**src/shared/rce_map.svh**
```systemverilog
// Purpose: constants of the remote control encoder/decoder
// Assumes: 40 MHz clock
// Notes: included by the package, the top-level design file and the bench files
`ifndef RCE_MAP_SVH
`define RCE_MAP_SVH

// ==========================================================
// timing
`define RCE_CLK_MHZ 40
`define RCE_CHIP_US 100
`define RCE_CHIP_CYC ((`RCE_CHIP_US) * (`RCE_CLK_MHZ))
`define RCE_HALF_CYC ((`RCE_CHIP_CYC) / 2)
`define RCE_HOLD_MS 130
`define RCE_HOLD_CYC ((`RCE_HOLD_MS) * (`RCE_CLK_MHZ) * 1000)
`define RCE_SETTLE 2'h3

// ==========================================================
// packet layout, counted in chips
`define RCE_GAP_CHIPS 8'h08
`define RCE_GAP_MIN 8'h06
`define RCE_START_CHIPS 8'h04
`define RCE_PKT_CHIPS 8'h94
`define RCE_PKT_MSB 6'h23
`define RCE_COPIES 2'h3
`define RCE_START_PAT 4'hF
`define RCE_LEG_ONE 4'hE
`define RCE_LEG_ZERO 4'h8
`define RCE_SER_ONE 4'hC
`define RCE_SER_ZERO 4'h3

// ==========================================================
// bit types and strap codes
`define RCE_SYM_ZERO 2'h0
`define RCE_SYM_OPEN 2'h1
`define RCE_SYM_ONE 2'h3
`define RCE_ACFG_ONE_OPEN 2'h1
`define RCE_ACFG_OPEN_ZERO 2'h2

// ==========================================================
// register map
`define RCE_OFF_CTRL 8'h00
`define RCE_OFF_STATUS 8'h04
`define RCE_OFF_INT_STAT 8'h08
`define RCE_OFF_INT_MASK 8'h0C
`define RCE_INT_W 4
`define RCE_CTRL_RST 1'h1

`endif

```
**src/shared/rce_pkg.sv**
```systemverilog
// Purpose: types of the remote control encoder/decoder
// Assumes: rce_map.svh holds all figures
// Notes: chip patterns are sent most significant chip first
`default_nettype none
`include "rce_map.svh"

package rce_pkg;

	// ==========================================================
	// types
	typedef enum logic [2:0] {
		ST_ROLE = 3'b000,
		ST_IDLE = 3'b001,
		ST_GAP = 3'b010,
		ST_SEND = 3'b011,
		ST_ARM = 3'b100,
		ST_RX = 3'b101,
		ST_EVAL = 3'b110
	} rce_state_e;

	typedef struct packed {
		logic proto;
		logic role;
		logic dlow;
		logic [1:0] acfg;
		logic te;
		logic [9:0] addr;
		logic [7:0] data;
	} rce_pins_s;

	typedef struct packed {
		logic [19:0] addr;
		logic [15:0] data;
	} rce_pkt_s;

	// four chips for one packet bit in the chosen format
	function automatic logic [3:0] rce_chip_code(input logic proto, input logic bit_v);
		if (proto) begin
			rce_chip_code = bit_v ? `RCE_SER_ONE : `RCE_SER_ZERO;
		end else begin
			rce_chip_code = bit_v ? `RCE_LEG_ONE : `RCE_LEG_ZERO;
		end
	endfunction

endpackage

`default_nettype wire

```
**src/design/rce_sync.sv**
```systemverilog
// Purpose: two-stage synchroniser for a bundle of pin levels
// Assumes: levels may change at any time
// Notes: only the second stage is visible outside
`timescale 1ns/10ps
`default_nettype none

module rce_sync #(
	parameter int WIDTH = 1
) (
	input wire logic i_clk,
	input wire logic i_reset_n,
	input wire logic i_ce,
	input wire logic [WIDTH-1:0] i_d,
	output logic [WIDTH-1:0] o_q
);

	logic [WIDTH-1:0] meta_ff;
	logic [WIDTH-1:0] sync_ff;

	always_ff @(posedge i_clk) begin
		if (!i_reset_n) begin
			meta_ff <= '0;
			sync_ff <= '0;
		end else if (i_ce) begin
			meta_ff <= i_d;
			sync_ff <= meta_ff;
		end
	end

	assign o_q = sync_ff;

endmodule

`default_nettype wire

```
**src/design/rce_top.sv**
```systemverilog
// Purpose: pin-configured remote control encoder/decoder with an AHB-Lite side port
// Assumes: 40 MHz clock, synchronous active-low reset, straps steady
// Notes: packet is start chips then 10 address and 8 data symbols
//
// Functional notes
// protocol_select low legacy, high serial format
// role_select high encoder, low decoder
// role sampled once after power-up
// encoder captures data lines on enable rise
// decoder drives data only after valid packet
// data_low_meaning picks zero or open
// two address straps pick address bit types
// local address from ten address lines
// encoder records inputs, sends packet three times
// decoder reads shared pin as serial input
// encoder drives shared pin with packet stream
// decoder drives shared pin as valid indicator
// all inputs driven, no internal pulls
// data lines inputs as encoder, outputs decoder
// two matching packets before first activation
// serial decoder holds outputs for 130 ms
// reject all-high or all-low address packets
// every pin input passes two-stage synchroniser
`timescale 1ns/10ps
`default_nettype none
`include "rce_map.svh"

module rce_top
	import rce_pkg::*;
#(
	parameter int unsigned HOLD_CYC = `RCE_HOLD_CYC
) (
	input wire logic i_clk,
	input wire logic i_reset_n,
	input wire logic i_ce,
	input wire logic i_protocol_select,
	input wire logic i_role_select,
	input wire logic i_data_low_meaning,
	input wire logic i_address_type_sel_lo,
	input wire logic i_address_type_sel_hi,
	input wire logic [9:0] i_local_address_lines,
	input wire logic [7:0] i_data_lines,
	output logic [7:0] o_data_lines,
	output logic [7:0] o_data_lines_oe,
	input wire logic i_transmit_enable_or_serial_in,
	output logic o_encoded_out_or_valid,
	input wire logic i_hsel,
	input wire logic [31:0] i_haddr,
	input wire logic [1:0] i_htrans,
	input wire logic i_hwrite,
	input wire logic [2:0] i_hsize,
	input wire logic [31:0] i_hwdata,
	input wire logic i_hready,
	output logic [31:0] o_hrdata,
	output logic o_hreadyout,
	output logic o_hresp,
	output logic o_irq
);

	// ==========================================================
	// pin synchronisation
	rce_pins_s raw_pins;
	rce_pins_s s_pins;

	assign raw_pins = '{proto: i_protocol_select, role: i_role_select, dlow: i_data_low_meaning,
		acfg: {i_address_type_sel_hi, i_address_type_sel_lo}, te: i_transmit_enable_or_serial_in,
		addr: i_local_address_lines, data: i_data_lines};

	// inputs are expected at firm levels; no pulls exist here
	rce_sync #(.WIDTH($bits(rce_pins_s))) u_sync (
		.i_clk(i_clk),
		.i_reset_n(i_reset_n),
		.i_ce(i_ce),
		.i_d(raw_pins),
		.o_q(s_pins)
	);

	// ==========================================================
	// state
	rce_state_e state_ff, nxt_state;
	logic [11:0] cyc_ff, nxt_cyc;
	logic [7:0] chip_ff, nxt_chip;
	logic [1:0] rep_ff, nxt_rep;
	logic [1:0] settle_ff, nxt_settle;
	logic role_ok_ff, nxt_role_ok;
	logic role_enc_ff, nxt_role_enc;
	logic proto_ff, nxt_proto;
	rce_pkt_s pkt_ff, nxt_pkt;
	logic [3:0] chips_ff, nxt_chips;
	logic err_ff, nxt_err;
	logic tx_ff, nxt_tx;
	logic te_prev_ff;
	logic prev_ok_ff;
	rce_pkt_s prev_pkt_ff;
	logic valid_ff;
	logic [7:0] dout_ff;
	logic [22:0] hold_ff;
	logic ctrl_en_ff;
	logic [`RCE_INT_W-1:0] int_stat_ff;
	logic [`RCE_INT_W-1:0] int_mask_ff;
	logic wr_pend_ff;
	logic [7:0] waddr_ff;
	logic [31:0] hrdata_ff;
	logic ev_tx_done;

	// ==========================================================
	// local symbols and received data
	rce_pkt_s local_pkt;
	logic [7:0] rx_data;

	genvar gi;
	generate
		for (gi = 0; gi < 10; gi++) begin : g_sym
			// address bit type from the two straps
			assign local_pkt.addr[2*gi+:2] = s_pins.addr[gi] ?
				((s_pins.acfg == `RCE_ACFG_OPEN_ZERO) ? `RCE_SYM_OPEN : `RCE_SYM_ONE) :
				((s_pins.acfg == `RCE_ACFG_ONE_OPEN) ? `RCE_SYM_OPEN : `RCE_SYM_ZERO);
			if (gi < 8) begin : g_data
				// a low data line is zero or open
				assign local_pkt.data[2*gi+:2] = s_pins.data[gi] ? `RCE_SYM_ONE :
					(s_pins.dlow ? `RCE_SYM_ZERO : `RCE_SYM_OPEN);
				// open symbols come out as low
				assign rx_data[gi] = pkt_ff.data[2*gi+:2] == `RCE_SYM_ONE;
			end
		end
	endgenerate

	// ==========================================================
	// chip timing and selection
	wire logic chip_end = cyc_ff == 12'(`RCE_CHIP_CYC - 1);
	wire logic mid_chip = cyc_ff == 12'(`RCE_HALF_CYC);
	wire logic [11:0] cyc_step = chip_end ? 12'h000 : cyc_ff + 12'h001;
	wire logic [7:0] chip_step = chip_end ? chip_ff + 8'h01 : chip_ff;
	wire logic start_win = chip_ff < `RCE_START_CHIPS;
	wire logic last_chip = chip_ff == `RCE_PKT_CHIPS - 8'h01;
	wire logic [7:0] body_chip = chip_ff - `RCE_START_CHIPS;
	wire logic [5:0] bit_idx = body_chip[7:2];
	wire logic tx_bit = pkt_ff[`RCE_PKT_MSB - bit_idx];
	wire logic [3:0] tx_code = rce_chip_code(proto_ff, tx_bit);
	wire logic [3:0] rx_grp = {chips_ff[2:0], s_pins.te};
	wire logic [3:0] rx_one = rce_chip_code(proto_ff, 1'b1);
	wire logic [3:0] rx_zero = rce_chip_code(proto_ff, 1'b0);
	wire logic te_rise = s_pins.te && !te_prev_ff;

	// ==========================================================
	// packet checks
	wire logic dec_eval = state_ff == ST_EVAL;
	wire logic addr_match = pkt_ff.addr == local_pkt.addr;
	wire logic addr_flat = pkt_ff.addr == {10{pkt_ff.addr[1:0]}};
	wire logic pkt_good = !err_ff && addr_match && !addr_flat;
	wire logic pkt_twice = pkt_good && prev_ok_ff && (pkt_ff == prev_pkt_ff);
	wire logic take = dec_eval && (proto_ff && valid_ff ? pkt_good : pkt_twice);
	wire logic drop_legacy = dec_eval && !proto_ff && !pkt_twice;
	wire logic hold_exp = valid_ff && (hold_ff == 23'(HOLD_CYC - 1));

	// ==========================================================
	// sequencer
	always_comb begin
		nxt_state = state_ff;
		nxt_cyc = cyc_ff;
		nxt_chip = chip_ff;
		nxt_rep = rep_ff;
		nxt_settle = settle_ff;
		nxt_role_ok = role_ok_ff;
		nxt_role_enc = role_enc_ff;
		nxt_proto = proto_ff;
		nxt_pkt = pkt_ff;
		nxt_chips = chips_ff;
		nxt_err = err_ff;
		nxt_tx = 1'b0;
		ev_tx_done = 1'b0;
		case (state_ff)
			ST_ROLE: begin
				// wait until the synchroniser holds true pin levels
				nxt_settle = settle_ff + 2'h1;
				if (settle_ff == `RCE_SETTLE) begin
					nxt_role_ok = 1'b1;
					nxt_role_enc = s_pins.role;
					nxt_state = s_pins.role ? ST_IDLE : ST_GAP;
					nxt_cyc = 12'h000;
					nxt_chip = 8'h00;
				end
			end
			ST_IDLE: begin
				if (ctrl_en_ff && te_rise) begin
					nxt_pkt = local_pkt;
					nxt_proto = s_pins.proto;
					nxt_rep = 2'h0;
					nxt_cyc = 12'h000;
					nxt_chip = 8'h00;
					nxt_state = ST_GAP;
				end
			end
			ST_GAP: begin
				nxt_cyc = cyc_step;
				nxt_chip = chip_step;
				if (role_enc_ff) begin
					if (chip_end && chip_ff == `RCE_GAP_CHIPS - 8'h01) begin
						nxt_chip = 8'h00;
						nxt_state = ST_SEND;
					end
				end else if (s_pins.te) begin
					// decoder: the gap must be low without a break
					nxt_cyc = 12'h000;
					nxt_chip = 8'h00;
				end else if (chip_end && chip_ff == `RCE_GAP_MIN - 8'h01) begin
					nxt_state = ST_ARM;
				end
			end
			ST_SEND: begin
				nxt_cyc = cyc_step;
				nxt_chip = chip_step;
				nxt_tx = start_win ? 1'b1 : tx_code[2'h3 - chip_ff[1:0]];
				if (chip_end && last_chip) begin
					nxt_chip = 8'h00;
					nxt_state = ST_GAP;
					if (rep_ff == `RCE_COPIES - 2'h1) begin
						ev_tx_done = 1'b1;
						nxt_rep = 2'h0;
						if (ctrl_en_ff && s_pins.te) begin
							nxt_pkt = local_pkt;
							nxt_proto = s_pins.proto;
						end else begin
							nxt_state = ST_IDLE;
						end
					end else begin
						nxt_rep = rep_ff + 2'h1;
					end
				end
			end
			ST_ARM: begin
				if (ctrl_en_ff && s_pins.te) begin
					nxt_cyc = 12'h000;
					nxt_chip = 8'h00;
					nxt_err = 1'b0;
					nxt_proto = s_pins.proto;
					nxt_state = ST_RX;
				end
			end
			ST_RX: begin
				nxt_cyc = cyc_step;
				nxt_chip = chip_step;
				if (mid_chip) begin
					nxt_chips = rx_grp;
					if (chip_ff[1:0] == 2'h3) begin
						if (start_win) begin
							nxt_err = err_ff | (rx_grp != `RCE_START_PAT);
						end else begin
							nxt_pkt = {pkt_ff[34:0], rx_grp == rx_one};
							nxt_err = err_ff | ((rx_grp != rx_one) && (rx_grp != rx_zero));
						end
						if (last_chip) begin
							nxt_state = ST_EVAL;
						end
					end
				end
			end
			ST_EVAL: begin
				nxt_cyc = 12'h000;
				nxt_chip = 8'h00;
				nxt_state = ST_GAP;
			end
			default: begin
				nxt_state = ST_ROLE;
			end
		endcase
	end

	always_ff @(posedge i_clk) begin
		if (!i_reset_n) begin
			state_ff <= ST_ROLE;
			cyc_ff <= 12'h000;
			chip_ff <= 8'h00;
			rep_ff <= 2'h0;
			settle_ff <= 2'h0;
			role_ok_ff <= 1'b0;
			role_enc_ff <= 1'b0;
			proto_ff <= 1'b0;
			pkt_ff <= '0;
			chips_ff <= 4'h0;
			err_ff <= 1'b0;
			tx_ff <= 1'b0;
			te_prev_ff <= 1'b0;
		end else if (i_ce) begin
			state_ff <= nxt_state;
			cyc_ff <= nxt_cyc;
			chip_ff <= nxt_chip;
			rep_ff <= nxt_rep;
			settle_ff <= nxt_settle;
			role_ok_ff <= nxt_role_ok;
			role_enc_ff <= nxt_role_enc;
			proto_ff <= nxt_proto;
			pkt_ff <= nxt_pkt;
			chips_ff <= nxt_chips;
			err_ff <= nxt_err;
			tx_ff <= nxt_tx;
			te_prev_ff <= s_pins.te;
		end
	end

	// ==========================================================
	// decoder outputs and hold timer
	always_ff @(posedge i_clk) begin
		if (!i_reset_n) begin
			prev_ok_ff <= 1'b0;
			prev_pkt_ff <= '0;
			valid_ff <= 1'b0;
			dout_ff <= 8'h00;
			hold_ff <= 23'h000000;
		end else if (i_ce) begin
			if (dec_eval) begin
				prev_ok_ff <= pkt_good;
				prev_pkt_ff <= pkt_ff;
			end
			if (take) begin
				valid_ff <= 1'b1;
				dout_ff <= rx_data;
				hold_ff <= 23'h000000;
			end else if (drop_legacy || hold_exp) begin
				valid_ff <= 1'b0;
				dout_ff <= 8'h00;
				hold_ff <= 23'h000000;
			end else if (valid_ff) begin
				hold_ff <= hold_ff + 23'h000001;
			end
		end
	end

	wire logic dec_role = role_ok_ff && !role_enc_ff;
	assign o_data_lines = dout_ff;
	assign o_data_lines_oe = {8{dec_role}};
	assign o_encoded_out_or_valid = role_enc_ff ? tx_ff : valid_ff;

	// ==========================================================
	// AHB-Lite slave, zero wait states while enabled
	wire logic ahb_take = i_hsel && i_htrans[1] && i_hready;
	wire logic [7:0] rd_addr = i_haddr[7:0];
	wire logic busy = (state_ff == ST_SEND) || (state_ff == ST_RX);
	wire logic [31:0] status_word = {16'h0000, dout_ff, 3'h0, s_pins.proto, busy, valid_ff,
		role_enc_ff, role_ok_ff};
	wire logic [31:0] rd_data =
		(rd_addr == `RCE_OFF_CTRL) ? {31'h00000000, ctrl_en_ff} :
		(rd_addr == `RCE_OFF_STATUS) ? status_word :
		(rd_addr == `RCE_OFF_INT_STAT) ? {28'h0000000, int_stat_ff} :
		(rd_addr == `RCE_OFF_INT_MASK) ? {28'h0000000, int_mask_ff} : 32'h00000000;
	wire logic wr_ctrl = wr_pend_ff && (waddr_ff == `RCE_OFF_CTRL);
	wire logic wr_clr = wr_pend_ff && (waddr_ff == `RCE_OFF_INT_STAT);
	wire logic wr_mask = wr_pend_ff && (waddr_ff == `RCE_OFF_INT_MASK);
	wire logic [`RCE_INT_W-1:0] int_set = {hold_exp && !take, dec_eval && !pkt_good, take, ev_tx_done};
	wire logic [`RCE_INT_W-1:0] int_clr = wr_clr ? i_hwdata[`RCE_INT_W-1:0] : '0;

	always_ff @(posedge i_clk) begin
		if (!i_reset_n) begin
			wr_pend_ff <= 1'b0;
			waddr_ff <= 8'h00;
			hrdata_ff <= 32'h00000000;
			ctrl_en_ff <= `RCE_CTRL_RST;
			int_mask_ff <= '0;
			int_stat_ff <= '0;
		end else if (i_ce) begin
			wr_pend_ff <= ahb_take && i_hwrite;
			if (ahb_take) begin
				waddr_ff <= rd_addr;
			end
			if (ahb_take && !i_hwrite) begin
				hrdata_ff <= rd_data;
			end
			if (wr_ctrl) begin
				ctrl_en_ff <= i_hwdata[0];
			end
			if (wr_mask) begin
				int_mask_ff <= i_hwdata[`RCE_INT_W-1:0];
			end
			// a new event beats a clear in the same cycle
			int_stat_ff <= (int_stat_ff & ~int_clr) | int_set;
		end
	end

	assign o_hrdata = hrdata_ff;
	assign o_hreadyout = i_ce;
	assign o_hresp = 1'b0;
	assign o_irq = |(int_stat_ff & int_mask_ff);

endmodule

`default_nettype wire

```
**config.mk**
```make
export PLATFORM = sky130hd
export DESIGN_NAME = rce_top
export DESIGN_NICKNAME = d
export VERILOG_FILES = /design/src/shared/rce_pkg.sv /design/src/design/rce_sync.sv /design/src/design/rce_top.sv
export VERILOG_INCLUDE_DIRS = /design/src /design/src/shared
export SDC_FILE = /design/constraint.sdc
export NUM_CORES = 1
export LEC_CHECK = 0
export ABC_AREA = 0
export BUFFER_PORTS_ARGS = -buffer_cell sky130_fd_sc_hd__buf_2
export CAP_MARGIN = 20
export CORE_MARGIN = 3
export CORE_UTILIZATION = 35
export CTS_CLUSTER_SIZE = 24
export DETAILED_ROUTE_END_ITERATION = 8
export GPL_TIMING_DRIVEN = 1
export PLACE_DENSITY = 0.57
export SYNTH_ARGS = -nofsm -noshare
export SYNTH_HDL_FRONTEND = slang
export SYNTH_SLANG_ARGS = --single-unit
```
**constraint.sdc**
```tcl
create_clock -name i_clk -period 4 [get_ports i_clk]
set_clock_uncertainty 0.1 [all_clocks]
set_input_delay 0.2 -clock i_clk [delete_from_list [all_inputs] [get_ports i_clk]]
set_output_delay 0.2 -clock i_clk [all_outputs]
set_load 0.02 [all_outputs]
```
==> flow_metrics.py, run 1 <==
metrics = {
    "run": {
        "cap_violations": 0,
    },
    "clocking": {
        "cts_made_buffers": 24,
        "clockRootBuffer": "clkbuf_16",
        "postCtsSetupRepairBufs": 0,
        "cts_tree": "done",
        "path_clk_slew_ns": 0.06,
        "clockBufferDepth": 3,
        "clkSinkCount": 220,
        "clock_latency_ns": 0.51,
        "htreeDepth": 1,
    },
    "grt": {
        "grt_pass1_vias": 8870,
        "grt_max_degree": 108,
        "grt_pass1_wl_um": 47400,
        "antenna_found_initial": 0,
        "gr-total-overflow": 0,
        "gr-usage-all-layers_pct": 16.7,
    },
    "yosys": {
        "synth_area_leaders": "dfxtp_1 (39%), nand2_1 (7.2%), mux2i_1 (5.9%)",
        "syn_inst": 1357,
        "yosys.area.top_type": "dfxtp_1",
        "yosysSeqAreaShare_pct": 39.2,
        "synthFlopType": "dfxtp_1",
        "async_reset_ff_share_pct": 0,
        "synth_top_area_share_pct": 39.2,
        "avgSynthCellArea_um2": 8.29,
        "syn_area_um2": 11200,
        "yosysWarnings": 0,
        "synth_edf_count": 0,
        "synthDistinctLibCells": 79,
        "ys_seq_elements": 220,
    },
    "final_layout": {
        "final_cell_area_um2": 12800,
        "regArea_um2": 4400,
        "final_common_cell": "dfxtp_1",
        "area_delta_synth_final_pct": 14.0,
        "final_cell_mix": "dfxtp_1 (220), nand2_1 (215), nor2_1 (145)",
        "final_nets": 1512,
        "fillers": 3102,
        "finish.utilization_pct": 41.2,
        "multiInputGateArea_um2": 6170,
        "antenna_cells": 0,
        "final_layout_size_suffix_gt1_share_pct": 11.6,
    },
    "routing": {
        "drt_iter0_drc": 644,
        "antenna_left": 0,
        "routed_wl_um": 29100,
        "wl_per_cell_um": 16.1,
        "vias": 9649,
        "via_per_inst": 5.32,
        "drc": 0,
        "dr.pass1.iters": 7,
    },
    "placement": {
        "placed_area_um2": 11700,
        "place_congestion": 0.850,
        "io_buffers": 74,
        "detailed_place_hpwl_um": 19800,
    },
    "critical_path": {
        "critical_path_class": "reg -> reg",
        "worstSetupStartpointType": "register",
        "slowest_delay_ns": 0.51,
        "r2r_slack_ns": 0.53,
        "reg2reg_depth": 12,
        "critPathCapture": "tx_ff$_SDFFE_PN0P_",
        "reg2reg_to": "tx_ff$_SDFFE_PN0P_",
        "critPathLaunch": "chip_ff[3]$_SDFFE_PN0P_",
        "regToRegStartpoint": "chip_ff[3]$_SDFFE_PN0P_",
        "cp_cell_sequence": "inv_1 -> ha_1 -> mux4_2 -> mux4_2 -> mux2_2 -> a21oi_1 -> ha_1 -> o21ai_0 -> a21oi_1 -> o2bb2ai_1 -> nand2_1 -> o41ai_1",
        "crit_path_top_delay_cell": "mux4_2",
        "worstPathArrival_ns": 3.78,
        "critPathMaxFanout": 7,
        "required_ns": 4.30,
        "end_kind": "register",
    },
    "sta": {
        "period_share_pct": 86.8,
        "final_max_slew_viol_count": 0,
        "rsz0062_at_grt": "false",
        "hold_ws_ns": 0.0638,
        "maxSlewHeadroom_pct": 32.5,
        "setup-tns-final_ns": 0,
        "fmax_mhz": 288,
        "hold_viol_final": 0,
        "worst-slew-pin-transition_ns": 1.01,
        "setup_viol": 0,
        "post-route-min-period_ns": 3.47,
    },
    "min_path": {
        "hold_class": "in -> reg",
    },
    "power_and_ir_drop": {
        "irDropWorstVdd_mv": 0.265,
        "power_density_nw_per_um2": 362,
        "power_mw": 4.63,
        "p_leak_nw": 4.63,
    },
    "status": {
        "outcome": "complete, no violations",
    },
    "floorplan": {
        "chipWidth_um": 185,
        "start_util_pct": 36.1,
        "die_area_um2": 34300,
        "die_h_um": 185,
        "core_um2": 31100,
        "std_cell_rows": 64,
        "io_pins": 151,
    },
}
how the worst min path moves through the flow:
stage | slack (ns) | startpoint | endpoint | cells past startpoint
after CTS | 0.04 | i_reset_n | ctrl_en_ff$_SDFFE_PN1P_ | 2
final | 0.06 | i_reset_n | ctrl_en_ff$_SDFFE_PN1P_ | 2
after detailed placement | 0.34 | i_local_address_lines[9] | u_sync.meta_ff[17]$_SDFFE_PN0P_ | 3
after global routing | 0.08 | i_reset_n | ctrl_en_ff$_SDFFE_PN1P_ | 2
after floorplan | 0.23 | i_hwdata[0] | ctrl_en_ff$_SDFFE_PN1P_ | 2
after global placement | 0.34 | i_local_address_lines[3] | u_sync.meta_ff[11]$_SDFFE_PN0P_ | 3
metrics by stage:
| step | worst slack, ns | cells |
|---|---|---|
| final | 0.528 | 1815 |
| after global routing | 0.304 | 1815 |
| after CTS | 0.513 | 1815 |
| after detailed placement | 0.528 | 1734 |
| after global placement | 0.599 | 1734 |
| after floorplan | 0.264 | 1376 |
worst max-delay path: cells and delay by family, from the launching register on:
| kind | cells | cell delay (ns) |
|---|---|---|
| compound gates | 5 | 0.73 |
| simple gates | 1 | 0.06 |
| buf+inv | 1 | 0.10 |
| fa+ha+maj | 2 | 0.65 |
| mux | 3 | 1.26 |
| flops | 1 | 0.46 |
final cells by class:
type / instances / area share, %
inverter: 28 / 0.839
sequential: 220 / 34.4
tap: 396 / 3.86
multi-input combinational: 998 / 48.1
clock inverter: 4 / 0.156
timing repair buffer: 129 / 6.95
clock buffer: 40 / 5.71
cell usage after synthesis (all sizes together), types with 4 or more instances:
cell type,instances
mux4,12
inv,28
nor2,145
and3,12
ha,12
o211ai,17
or3,6
o21ai,31
a21oi,94
nand3b,14
o311a,5
o2111ai,6
xnor2,45
o31ai,10
nor4,12
nand3,40
and2,6
or4,8
o22ai,8
a211oi,6
nand2b,18
a22o,6
a31oi,7
clkbuf,68
mux2i,66
a311oi,12
nor3,24
nand2,216
a22oi,19
a21boi,6
a2111oi,4
or2,4
xor2,12
dfxtp,220
and4,6
nand4,31
mux2,4
o2bb2ai,11
buf,62
nor2b,8
logic make-up (layout without fill, tap and decap cells):
kind of cell | Yosys count | count (layout) | share of synthesized area [%]
buffers and inverters | 158 | 201 | 6.58
other | 1 | 20 | 0.0334
XOR/XNOR | 57 | 57 | 4.44
multiplexers | 82 | 82 | 8.68
AO/OA/AOI/OAI | 264 | 264 | 16.2
flip-flops | 220 | 220 | 39.2
AND/OR/NAND/NOR | 563 | 563 | 23.5
adder cells (fa/ha/maj) | 12 | 12 | 1.34
sequential cells by signal (all words and copies together) (netlist names), 2 cells and up:
name	flops
prev_pkt_ff	36
u_sync.meta_ff	24
state_ff	3
waddr_ff	8
hold_ff	23
int_mask_ff	4
rep_ff	2
cyc_ff	12
int_stat_ff	4
chip_ff	8
chips_ff	3
o_hrdata	13
settle_ff	2
pkt_ff	36
o_data_lines	8
u_sync.o_q	24
per-layer routing:
metal	wire length, um	share of wire, %	GRT usage (%)	vias to the layer above
met2	12400	43	25.2	227
met1	14600	50	24.9	4535
met3	1560	5.4	2.71	41
met5	0	0	0	-
met4	571	2.0	3.93	0
li1	-	-	-	4846
report_power, final:
group | total (mW) | internal, mW | leakage [nW] | switching (mW)
Clock | 2.12 | 1.24 | 0.371 | 0.882
Sequential | 2.25 | 2.22 | 1.78 | 0.0265
Combinational | 0.265 | 0.105 | 2.48 | 0.160
Total | 4.63 | 3.57 | 4.63 | 1.07
repair_timing:
action	4_1_cts	5_1_grt
resized for setup	0	0
hold buffers	37	0
endpoints found under the hold margin	42	0
Note: power is estimated with default switching activity, not from simulation.
==> inputs of run 2 (changes only) <==
==> constraint.sdc (replaced) <==
create_clock -name i_clk -period 4 [get_ports i_clk]
set_clock_uncertainty 0.1 [all_clocks]
set_input_delay 0 -clock i_clk [delete_from_list [all_inputs] [get_ports i_clk]]
set_output_delay 0 -clock i_clk [all_outputs]
set_load 0.02 [all_outputs]
==> flow_metrics.py, run 2 (synthesized netlist as in run 1, its figures left out) <==
metrics = {
    "final_layout": {
        "final_nets": 1533,
        "instances_no_fill": 1838,
        "antenna_cells": 0,
        "final_layout_size_suffix_gt1_share_pct": 12.2,
        "final_cell_mix": "dfxtp_1 (220), nand2_1 (215), nor2_1 (145)",
        "top_regs": "pkt_ff: 36 flops, prev_pkt_ff: 36 flops",
        "final_common_cell": "dfxtp_1",
        "area_delta_synth_final_pct": 16.7,
    },
    "critical_path": {
        "path_common_cell": "a21oi_1",
        "worstSetupStartpointType": "register",
        "critical_path_class": "reg -> reg",
        "cp_cell_sequence": "nand2b_1 -> a21oi_1 -> a2111oi_0 -> nand4_1 -> o31ai_2 -> a21oi_1 -> and3_1 -> a211o_1",
        "r2r_slack_ns": 0.53,
        "crit_path_top_delay_cell": "nand2b_1",
        "worstPathArrival_ns": 3.78,
        "path_buf_inv": 0,
        "required_ns": 4.31,
        "slowest_delay_ns": 0.49,
        "cp_top_family": "compound AO/OA/AOI/OAI gates",
        "end_kind": "register",
        "critPathMaxFanout": 14,
    },
    "floorplan": {
        "chipWidth_um": 185,
        "start_util_pct": 36.1,
        "std_cell_rows": 64,
        "io_pins": 151,
        "die_h_um": 185,
        "core_um2": 31100,
        "die_area_um2": 34300,
    },
    "sta": {
        "hold_viol_final": 0,
        "final_max_slew_viol_count": 0,
        "fmax_mhz": 288,
        "post-route-min-period_ns": 3.47,
        "rsz0062_at_grt": "false",
        "period_share_pct": 86.8,
        "setup-tns-final_ns": 0,
        "maxSlewHeadroom_pct": 30.2,
        "setup_viol": 0,
        "hold_ws_ns": 0.0663,
        "worst-slew-pin-transition_ns": 1.05,
    },
    "status": {
        "outcome": "complete, no violations",
    },
    "routing": {
        "drc": 0,
        "wl_per_cell_um": 16.3,
        "routed_wl_um": 30000,
        "vias": 9890,
        "dr.pass1.iters": 5,
        "drt_iter0_drc": 652,
        "via_per_inst": 5.38,
        "antenna_left": 0,
    },
    "grt": {
        "grt_max_degree": 124,
        "grt_pass1_vias": 9214,
        "gr-total-overflow": 0,
        "grt_pass1_wl_um": 48900,
        "gr-usage-all-layers_pct": 17.3,
        "antenna_found_initial": 0,
    },
    "clocking": {
        "post_cts_resized": 0,
        "cts.hold.buffers_added": 55,
        "clockBufferDepth": 3,
        "htreeDepth": 1,
        "clockRootBuffer": "clkbuf_16",
        "cts_tree": "done",
        "path_clk_slew_ns": 0.06,
        "clock_latency_ns": 0.52,
        "postCtsSetupRepairBufs": 0,
        "cts_made_buffers": 26,
        "clkSinkCount": 220,
    },
    "placement": {
        "placed_cells": 1735,
        "io_buffers": 74,
        "place_congestion": 0.851,
        "detailed_place_hpwl_um": 19900,
    },
    "power_and_ir_drop": {
        "irDropWorstVdd_mv": 0.295,
        "power_density_nw_per_um2": 370,
        "p_leak_nw": 4.77,
    },
    "run": {
        "cap_violations": 0,
    },
    "min_path": {
        "hold_class": "in -> reg",
    },
}
[run 2: changes by cell type in the layout (fill, tap and decap cells not counted), moves of 2 or more]
cell           before  now
clkbuf_1           10    4
clkbuf_16          25   27
clkinv_2            4    8
dlygate4sd3_1      37   55
[run 2: routing by layer]
layer / wire (um) / share of wire, % / global-route usage, % / vias to the layer above
met5: 0 / 0 / 0 / -
met4: 482 / 1.6 / 3.45 / 0
met3: 1590 / 5.3 / 2.59 / 36
met2: 13000 / 43 / 27.2 / 242
met1: 14900 / 50 / 25.3 / 4733
li1: - / - / - / 4879
[run 2: per-stage QoR]
| stage | total power, mW | cell area (um2) | worst slack (ns) | utilization [%] |
|---|---|---|---|---|
| 2_1_floorplan | 2.47 | 11300 | 0.264 | - |
| 3_3_place_gp | 2.53 | 11700 | 0.591 | 37.6 |
| 3_5_place_dp | 2.53 | 11700 | 0.586 | 37.6 |
| 4_1_cts | 4.93 | 13100 | 0.557 | 42.1 |
| 5_1_grt | 5.04 | 13100 | 0.299 | 42.1 |
| 6_report | 4.86 | 13100 | 0.527 | 42.1 |
[run 2: path summary, 6_finish.rpt]
path	from	endpoint	cells past startpoint
max	u_sync.o_q[20]$_SDFFE_PN0P_	hold_ff[7]$_SDFFE_PN0P_	8
min	i_htrans[1]	wr_pend_ff$_SDFFE_PN0P_	4
max reg2reg	u_sync.o_q[20]$_SDFFE_PN0P_	hold_ff[7]$_SDFFE_PN0P_	8
min reg2reg	prev_ok_ff$_SDFFE_PN0P_	prev_ok_ff$_SDFFE_PN0P_	2
[run 2: cell type report]
class / count / area, um2
Sequential cell: 220 / 4400
Tap cell: 396 / 495
Multi-Input combinational cell: 998 / 6170
Clock inverter: 11 / 86.3
Timing Repair Buffer: 148 / 1080
Inverter: 28 / 108
Fill cell: 3064 / 18000
Clock buffer: 37 / 773
[run 2: where the power goes]
part	internal, mW	leakage [nW]	switching (mW)
Clock	1.41	0.431	0.933
Sequential	2.22	1.78	0.0270
Combinational	0.110	2.56	0.162
Total	3.74	4.77	1.12
[run 2: worst reg2reg max path: cells and delay by family (launching register included)]
| family | cells | cell delay [ns] |
|---|---|---|
| flops | 1 | 0.43 |
| simple gates | 3 | 1.26 |
| compound gates | 5 | 1.59 |
